File: config.mk
export PLATFORM = sky130hd
export DESIGN_NAME = rsu_uart
export DESIGN_NICKNAME = d
export VERILOG_FILES = /design/src/rtl/rsu_pkg.sv /design/src/rtl/rsu_uart.sv /design/src/rtl/rsu_sync.sv
export VERILOG_INCLUDE_DIRS = /design/src /design/src/rtl
export SDC_FILE = /design/constraint.sdc
export NUM_CORES = 1
export LEC_CHECK = 0
export BUFFER_PORTS_ARGS = -buffer_cell sky130_fd_sc_hd__buf_4
export CORE_ASPECT_RATIO = 1.1
export CORE_MARGIN = 3
export CORE_UTILIZATION = 60
export CTS_BUF_LIST = sky130_fd_sc_hd__clkbuf_16
export DETAILED_ROUTE_END_ITERATION = 10
export PLACE_DENSITY = 0.87
export REMOVE_ABC_BUFFERS = 1
export SYNTH_ARGS = -nofsm -noshare
export SYNTH_HDL_FRONTEND = slang
export SYNTH_SLANG_ARGS = --single-unit
export TNS_END_PERCENT = 30
File: constraint.sdc
create_clock -name clk_i -period 5.3 [get_ports clk_i]
set_input_delay 0.265 -clock clk_i [delete_from_list [all_inputs] [get_ports clk_i]]
set_output_delay 0.265 -clock clk_i [all_outputs]
set_load 0.1 [all_outputs]
File: src/rtl/rsu_cfg.svh
// constants and rule summary for the serial register port
// How it works
// - line control bit 7 selects divisor latch at offsets 0 and 1.
// - divisor low byte at offset 0, high byte at offset 1.
// - bit rate is reference divided by sixteen times divisor.
// - line control bits 1:0 give data length minus five.
// - line control bit 2 chooses one or two stop bits.
// - line control bits 3 to 6 stored; parity and break unused.
// - modem control bit 1 drives request-to-send.
// - modem bit 2 is an output; bit 3 gates interrupt line.
// - reading offset 0 returns received byte and consumes it.
// - line status bit 0 shows a received byte waiting.
// - offset 2 reports highest pending interrupt source.
// - received data pending gives identification value 4.
// - nothing pending reads identification value exactly 1.
// - request-to-send steers transceiver direction only.
// - status bit 5 holding empty; data write loads and clears it.
// - without direction option, request-to-send stays high.
// - duplex mode echoes own transmission into receiver.
`ifndef RSU_CFG_SVH
`define RSU_CFG_SVH
`define RSU_OFF_DATA   3'h0
`define RSU_OFF_DIVHI  3'h1
`define RSU_OFF_IID    3'h2
`define RSU_OFF_LCR    3'h3
`define RSU_OFF_MCR    3'h4
`define RSU_OFF_LSR    3'h5
`define RSU_LCR_DAS    7
`define RSU_LCR_STOP   2
`define RSU_MCR_RTS    1
`define RSU_MCR_OUT1   2
`define RSU_MCR_IRQEN  3
`define RSU_LSR_DR     0
`define RSU_LSR_THRE   5
`define RSU_LSR_TEMT   6
`define RSU_IID_NONE   8'h01
`define RSU_IID_RDA    8'h04
`define RSU_OVERSAMPLE 16
`define RSU_LEN_BASE   5
`define RSU_REF_HZ     1843200
`define RSU_CLK_HZ     200000000
`define RSU_DIV_RESET  16'h000C
`define RSU_LCR_RESET  8'h03
`endif

File: src/rtl/rsu_pkg.sv
// types for the serial register port
package rsu_pkg;
	typedef enum logic [3:0] {
		RSU_IDLE  = 4'b0001,
		RSU_START = 4'b0010,
		RSU_DATA  = 4'b0100,
		RSU_STOP  = 4'b1000
	} rsu_ser_e;
endpackage : rsu_pkg

File: src/rtl/rsu_uart.sv
// serial port with byte register set, half-duplex direction control
`timescale 1ns/1ps
`default_nettype none
`include "rsu_cfg.svh"
module rsu_uart
	import rsu_pkg::*;
(
	input  wire logic       clk_i,
	input  wire logic       srst_i,
	input  wire logic [2:0] addr_i,
	input  wire logic       rd_i,
	input  wire logic       wr_i,
	input  wire logic [7:0] wdata_i,
	output logic      [7:0] rdata_o,
	input  wire logic       rx_i,
	output logic            tx_o,
	output logic            rts_o,
	output logic            out1_o,
	output logic            irq_o,
	input  wire logic       rts_ctrl_fit_i,
	input  wire logic       duplex_echo_i
);
	// reference tick: phase accumulator gives 1.8432 MHz from 200 MHz
	localparam logic [31:0] REF_STEP = 32'(`RSU_REF_HZ);
	localparam logic [31:0] REF_MOD  = 32'(`RSU_CLK_HZ);
	logic [31:0] ref_acc_reg;
	logic        ref_tick_reg;
	logic [15:0] divisor_reg;
	logic [15:0] div_cnt_reg;
	logic        os_tick_reg;
	logic [7:0]  lcr_reg;
	logic [3:0]  mcr_reg;
	logic [7:0]  thr_reg;
	logic        thre_reg;
	logic [7:0]  rbr_reg;
	logic        dr_reg;
	logic        rx_sync;
	logic        ctl_fit_sync;
	logic        echo_sync;
	logic        das;
	logic [3:0]  nbits;
	logic        data_rd;
	logic        data_wr;

	assign das     = lcr_reg[`RSU_LCR_DAS];
	assign nbits   = 4'(`RSU_LEN_BASE) + {2'h0, lcr_reg[1:0]}; // (5..8)
	assign data_rd = rd_i && addr_i == `RSU_OFF_DATA && !das;
	assign data_wr = wr_i && addr_i == `RSU_OFF_DATA && !das;

	// pin and strap inputs pass two flops
	rsu_sync u_rx   (.clk_i(clk_i), .srst_i(srst_i), .d_i(rx_i),
		.rst_val_i(1'b1), .q_o(rx_sync));
	rsu_sync u_fit  (.clk_i(clk_i), .srst_i(srst_i), .d_i(rts_ctrl_fit_i),
		.rst_val_i(1'b1), .q_o(ctl_fit_sync));
	// echo off until the strap has settled, so reset never loops tx back
	rsu_sync u_echo (.clk_i(clk_i), .srst_i(srst_i), .d_i(duplex_echo_i),
		.rst_val_i(1'b0), .q_o(echo_sync));

	// reference clock emulation
	always_ff @(posedge clk_i) begin
		if (srst_i) begin
			ref_acc_reg  <= 32'h0;
			ref_tick_reg <= 1'b0;
		end else if (ref_acc_reg + REF_STEP >= REF_MOD) begin
			ref_acc_reg  <= ref_acc_reg + REF_STEP - REF_MOD;
			ref_tick_reg <= 1'b1;
		end else begin
			ref_acc_reg  <= ref_acc_reg + REF_STEP;
			ref_tick_reg <= 1'b0;
		end
	end

	// divisor counter: one oversample tick per divisor reference ticks
	always_ff @(posedge clk_i) begin
		if (srst_i) begin
			div_cnt_reg <= 16'h0001;
			os_tick_reg <= 1'b0;
		end else if (ref_tick_reg) begin
			if (div_cnt_reg >= divisor_reg || divisor_reg == 16'h0000) begin
				div_cnt_reg <= 16'h0001;
				os_tick_reg <= 1'b1;
			end else begin
				div_cnt_reg <= div_cnt_reg + 16'h0001;
				os_tick_reg <= 1'b0;
			end
		end else begin
			os_tick_reg <= 1'b0;
		end
	end

	// divisor latch, only while divisor access is selected
	always_ff @(posedge clk_i) begin
		if (srst_i) begin
			divisor_reg <= `RSU_DIV_RESET;
		end else if (wr_i && das) begin
			if (addr_i == `RSU_OFF_DATA)
				divisor_reg[7:0] <= wdata_i;
			else if (addr_i == `RSU_OFF_DIVHI)
				divisor_reg[15:8] <= wdata_i;
		end
	end

	// line control and modem control
	always_ff @(posedge clk_i) begin
		if (srst_i) begin
			lcr_reg <= `RSU_LCR_RESET; // divisor select clear
			mcr_reg <= 4'h0;
		end else if (wr_i) begin
			if (addr_i == `RSU_OFF_LCR)
				lcr_reg <= wdata_i; // bits 3..6 kept, no parity logic
			if (addr_i == `RSU_OFF_MCR)
				mcr_reg <= wdata_i[3:0];
		end
	end

	// transmitter
	rsu_ser_e    tx_st_reg;
	logic [7:0]  tx_sh_reg;
	logic [3:0]  tx_os_reg;
	logic [3:0]  tx_bit_reg;
	logic        tx_line_reg;
	logic        tx_busy;
	assign tx_busy = tx_st_reg != RSU_IDLE;

	// holding register: host write loads and clears empty flag
	always_ff @(posedge clk_i) begin
		if (srst_i) begin
			thr_reg  <= 8'h00;
			thre_reg <= 1'b1;
		end else if (data_wr) begin
			thr_reg  <= wdata_i;
			thre_reg <= 1'b0;
		end else if (tx_st_reg == RSU_IDLE && !thre_reg) begin
			thre_reg <= 1'b1; // moved to shifter
		end
	end

	always_ff @(posedge clk_i) begin
		if (srst_i) begin
			tx_st_reg   <= RSU_IDLE;
			tx_sh_reg   <= 8'h00;
			tx_os_reg   <= 4'h0;
			tx_bit_reg  <= 4'h0;
			tx_line_reg <= 1'b1;
		end else begin
			case (tx_st_reg)
				RSU_IDLE: begin
					tx_line_reg <= 1'b1;
					if (!thre_reg && !data_wr) begin
						tx_sh_reg <= thr_reg;
						tx_os_reg <= 4'h0;
						tx_st_reg <= RSU_START;
					end
				end
				RSU_START: begin
					tx_line_reg <= 1'b0;
					if (os_tick_reg) begin
						tx_os_reg <= tx_os_reg + 4'h1;
						if (tx_os_reg == 4'hF) begin
							tx_bit_reg <= 4'h0;
							tx_st_reg  <= RSU_DATA;
						end
					end
				end
				RSU_DATA: begin
					tx_line_reg <= tx_sh_reg[0];
					if (os_tick_reg) begin
						tx_os_reg <= tx_os_reg + 4'h1;
						if (tx_os_reg == 4'hF) begin
							tx_sh_reg  <= {1'b0, tx_sh_reg[7:1]};
							tx_bit_reg <= tx_bit_reg + 4'h1;
							if (tx_bit_reg + 4'h1 == nbits) begin
								tx_bit_reg <= 4'h0;
								tx_st_reg  <= RSU_STOP;
							end
						end
					end
				end
				RSU_STOP: begin
					tx_line_reg <= 1'b1;
					if (os_tick_reg) begin
						tx_os_reg <= tx_os_reg + 4'h1;
						if (tx_os_reg == 4'hF) begin
							tx_bit_reg <= tx_bit_reg + 4'h1;
							// two stop bits when bit 2 set
							if (tx_bit_reg[0] || !lcr_reg[`RSU_LCR_STOP])
								tx_st_reg <= RSU_IDLE;
						end
					end
				end
				default: tx_st_reg <= RSU_IDLE;
			endcase
		end
	end

	// receiver; duplex echo feeds our own line back in
	rsu_ser_e    rx_st_reg;
	logic [7:0]  rx_sh_reg;
	logic [3:0]  rx_os_reg;
	logic [3:0]  rx_bit_reg;
	logic        rx_line;
	// in half-duplex without echo the receiver hears the wire only
	assign rx_line = (echo_sync && tx_busy) ? tx_line_reg : rx_sync;

	always_ff @(posedge clk_i) begin
		if (srst_i) begin
			rx_st_reg  <= RSU_IDLE;
			rx_sh_reg  <= 8'h00;
			rx_os_reg  <= 4'h0;
			rx_bit_reg <= 4'h0;
		end else begin
			case (rx_st_reg)
				RSU_IDLE: begin
					rx_os_reg <= 4'h0;
					if (!rx_line)
						rx_st_reg <= RSU_START;
				end
				RSU_START: begin
					if (os_tick_reg) begin
						rx_os_reg <= rx_os_reg + 4'h1;
						// mid-bit check rejects glitches
						if (rx_os_reg == 4'h7) begin
							if (rx_line) begin
								rx_st_reg <= RSU_IDLE;
							end else begin
								rx_os_reg  <= 4'h0;
								rx_bit_reg <= 4'h0;
								rx_st_reg  <= RSU_DATA;
							end
						end
					end
				end
				RSU_DATA: begin
					if (os_tick_reg) begin
						rx_os_reg <= rx_os_reg + 4'h1;
						if (rx_os_reg == 4'hF) begin
							rx_sh_reg  <= {rx_line, rx_sh_reg[7:1]};
							rx_bit_reg <= rx_bit_reg + 4'h1;
							if (rx_bit_reg + 4'h1 == nbits)
								rx_st_reg <= RSU_STOP;
						end
					end
				end
				RSU_STOP: begin
					if (os_tick_reg) begin
						rx_os_reg <= rx_os_reg + 4'h1;
						if (rx_os_reg == 4'hF)
							rx_st_reg <= RSU_IDLE;
					end
				end
				default: rx_st_reg <= RSU_IDLE;
			endcase
		end
	end

	// receive buffer; new character wins over a same-cycle read
	logic rx_done;
	assign rx_done = rx_st_reg == RSU_STOP && os_tick_reg && rx_os_reg == 4'hF;
	always_ff @(posedge clk_i) begin
		if (srst_i) begin
			rbr_reg <= 8'h00;
			dr_reg  <= 1'b0;
		end else if (rx_done) begin
			// right-justify short characters
			rbr_reg <= rx_sh_reg >> (4'h8 - nbits);
			dr_reg  <= 1'b1;
		end else if (data_rd) begin
			dr_reg <= 1'b0;
		end
	end

	// read data register
	always_ff @(posedge clk_i) begin
		if (srst_i) begin
			rdata_o <= 8'h00;
		end else if (rd_i) begin
			case (addr_i)
				`RSU_OFF_DATA:  rdata_o <= das ? divisor_reg[7:0] : rbr_reg;
				`RSU_OFF_DIVHI: rdata_o <= das ? divisor_reg[15:8] : 8'h00;
				`RSU_OFF_IID:   rdata_o <= dr_reg ? `RSU_IID_RDA : `RSU_IID_NONE;
				`RSU_OFF_LCR:   rdata_o <= lcr_reg;
				`RSU_OFF_MCR:   rdata_o <= {4'h0, mcr_reg};
				`RSU_OFF_LSR:   rdata_o <= {1'b0, thre_reg && !tx_busy, thre_reg,
					4'h0, dr_reg};
				default:        rdata_o <= 8'h00;
			endcase
		end
	end

	// pins: direction control, user output, gated interrupt
	always_ff @(posedge clk_i) begin
		if (srst_i) begin
			tx_o   <= 1'b1;
			rts_o  <= 1'b0;
			out1_o <= 1'b0;
			irq_o  <= 1'b0;
		end else begin
			tx_o   <= tx_line_reg;
			// drives transceiver enable, not sent on the line
			rts_o  <= ctl_fit_sync ? mcr_reg[`RSU_MCR_RTS] : 1'b1;
			out1_o <= mcr_reg[`RSU_MCR_OUT1];
			irq_o  <= mcr_reg[`RSU_MCR_IRQEN] && dr_reg;
		end
	end
endmodule : rsu_uart
`default_nettype wire

File: src/rtl/rsu_sync.sv
// two-stage synchroniser for a pin level
`timescale 1ns/1ps
`default_nettype none
module rsu_sync (
	input  wire logic clk_i,
	input  wire logic srst_i,
	input  wire logic d_i,
	input  wire logic rst_val_i,
	output var  logic q_o
);
	logic meta_reg;
	// first stage feeds only the second
	always_ff @(posedge clk_i) begin
		if (srst_i) begin
			meta_reg <= rst_val_i;
			q_o      <= rst_val_i;
		end else begin
			meta_reg <= d_i;
			q_o      <= meta_reg;
		end
	end
endmodule : rsu_sync
`default_nettype wire

==> results.md <==
* Status: completed
* Drt first pass iters at 5
* CTS tree: done
* Peak VDD IR at 0.3240 mV
* Data required time of the critical path at 5.61 ns
* Least-Margin Pin Slew at 1.092 ns
* Root Buffer: clkbuf_16
* Post-CTS setup buffers at 0
* Port Buffers at 29
* Post-synth EDFFs at 0
* Worst setup EP type: flop
* Startpoint Class: flop
* RSZ-0062 raised after global routing: no
* Most common cell after layout, fill and taps aside: dfxtp_1
* Max Slew Vio Count at 0
* Io pins at 30
* Post-DP HPWL at about 12 mm
* Residual DRC at 0
* Mapped cell area at 0.007734 mm2
* Top cells by area, synth: dfxtp_1, a21oi_1, nand2_1
* All-layer global routing usage at about a quarter
* Vias in the first global route at 6197
* Vias at 6855
* First-pass GRT wire length at 29.51 mm
* Setup slack after layout at 1.671 ns
* Avg Cell Area, Syn at 8.379 um2
* Initial Util at 62.89%
* Synth unique cells at 71
* Main synth FF type: dfxtp_1
* Synth top area share at 37.79%
* Clock skew at 0.008499 ns
* Mapped Cells at 923
* Synth-to-Final Area Change at 10.76%
* Clock Latency Late Sink at 0.42 ns
* Detailed-route wire length per cell at 15.77 um
* Period utilization at about two thirds
* Sequential element share of the synthesized area at 37.79%
* Yosys reg bits at approximately 150
* Peak Freq at 275.6 MHz
* Critical path class: flop to flop
* GPL Wtd Cong at around 0.9
* Synth async-reset ratio at 0%
* Num rows at 42
* Setup TNS at 0 ns
* Yosys warnings at 0
* Worst Path Arrival at 3.94 ns
* Pre-CTS setup slack at 1.732 ns
* TritonCTS sink count at between 100 and 150
* H-tree levels at 4
* Clk buf depth at 2
* Gr ovfl total at 0
* Pin count of the biggest net entering global routing at 64
* Die height at 125.1 um
* Clock period minus final worst setup slack at 3.629 ns
* DRT iter0 DRCs at 705
* Core footprint at approximately 0.012 mm2
* Final nets at approximately 1000
* Die Area at 0.01429 mm2
* Max reg flops at 23
* P per Cell Area at 428.0 mW/mm2
* CTS resizes at 0
* Initial antenna violation count at 0
* Cts hold-fix bufs at 0
* Share of layout cells above drive strength 1 at a little over a tenth
* Static leakage at 3.197 nW
* Die width at between 100 and 150 um
* Hold Path Class: input pin to flop
* Via/cell ratio at around 6.2
* Drt total wl at 17.35 mm
* DRT antenna net count at 0
* # diodes at 0
* Max-slew headroom at 27.05%
* Most frequent cells in the layout: dfxtp_1, nand2_1, nor2_1, a21oi_1, nand3_1
* Clock Pin Slew Worst Setup and Hold Paths at 0.06 ns
* Max FO, Critical Path at 16
* Hold violation count in the final report at 0
* Number of buffers created by CTS at 17
* Area leader, netlist: dfxtp_1
* Max-Cap Viols at 0
* Setup Viol. Count Final at 0
-- power breakdown --
part / total (W) / leakage [nW] / switching (W) / internal (W)
clock: 0.00108 / 0.261 / 0.000450 / 0.000630
combinational: 0.00117 / 1.75 / 0.000693 / 0.000475
sequential: 0.00142 / 1.19 / 0.000183 / 0.00124
-- synthesized netlist by cell type, drive strengths merged, types with 22 or more instances --
master  instances
a21oi          76
clkbuf         36
dfxtp         146
ha             27
inv            32
mux2i          29
nand2         100
nand3          42
nor2           97
nor3           28
o21ai          24
xor2           22
-- critical path, stage by stage, from the launching register on --
cell      delay (ns)
dfxtp_1         0.54
ha_1            0.39
and4_1          0.39
o211a_1         0.25
xnor2_1         0.19
nor3b_1         0.47
a31oi_1         0.20
o21bai_2        0.60
a32oi_1         0.17
mux2_2          0.32
-- stage by stage --
stage               instance area [um2]  hold WS [ns]  power, W  instances  util (%)
finish                             8566       0.02405  0.003666       1100     69.66
global route                       8566       0.01514  0.003885       1100     69.66
floorplan                          7556        0.3341  0.002288        879         -
CTS                                8566       0.01813  0.003655       1100     69.66
global placement                   8038        0.3928  0.002537       1069     65.36
detailed placement                 8038        0.3975  0.002574       1069     65.36
-- cell type report --
cell class / count / area [um2]
Clock buffer: 17 / 425.4
Clock inverter: 14 / 102.6
Fill cell: 930 / 3731
Inverter: 32 / 120.1
Multi-Input combinational cell: 701 / 4532
Sequential cell: 146 / 2923
Tap cell: 154 / 192.7
Timing Repair Buffer: 36 / 270.3
-- path summary, 6_finish.rpt --
check	startpoint	to	slack (ns)	depth (start not counted)
hold / removal	rx_i	u_rx.meta_reg	0.02	2
hold reg to reg	u_fit.q_o	rts_o	0.40	1
setup reg to reg	ref_acc_reg[13]	ref_acc_reg[23]	1.67	9
setup / recovery	ref_acc_reg[13]	ref_acc_reg[23]	1.67	9
-- cell families after synthesis --
group           count (synthesis)  synth area share, %
flops                         146                37.79
compound gates                197                17.39
mux                            42                6.374
fa+ha+maj                      27                4.368
xor+xnor                       43                4.870
buf+inv                        76                3.851
simple gates                  392                25.35
-- routing by layer --
layer | track usage [%] | vias up | part of all wire, %
met1 | 32.30 | 3190 | 43
met4 | 10.27 | 0 | 3.6
met5 | 0 | - | 0
li1 | - | 3347 | -
met3 | 5.268 | 52 | 6.3
met2 | 39.73 | 266 | 47
Power figures use the tool's default switching activity.
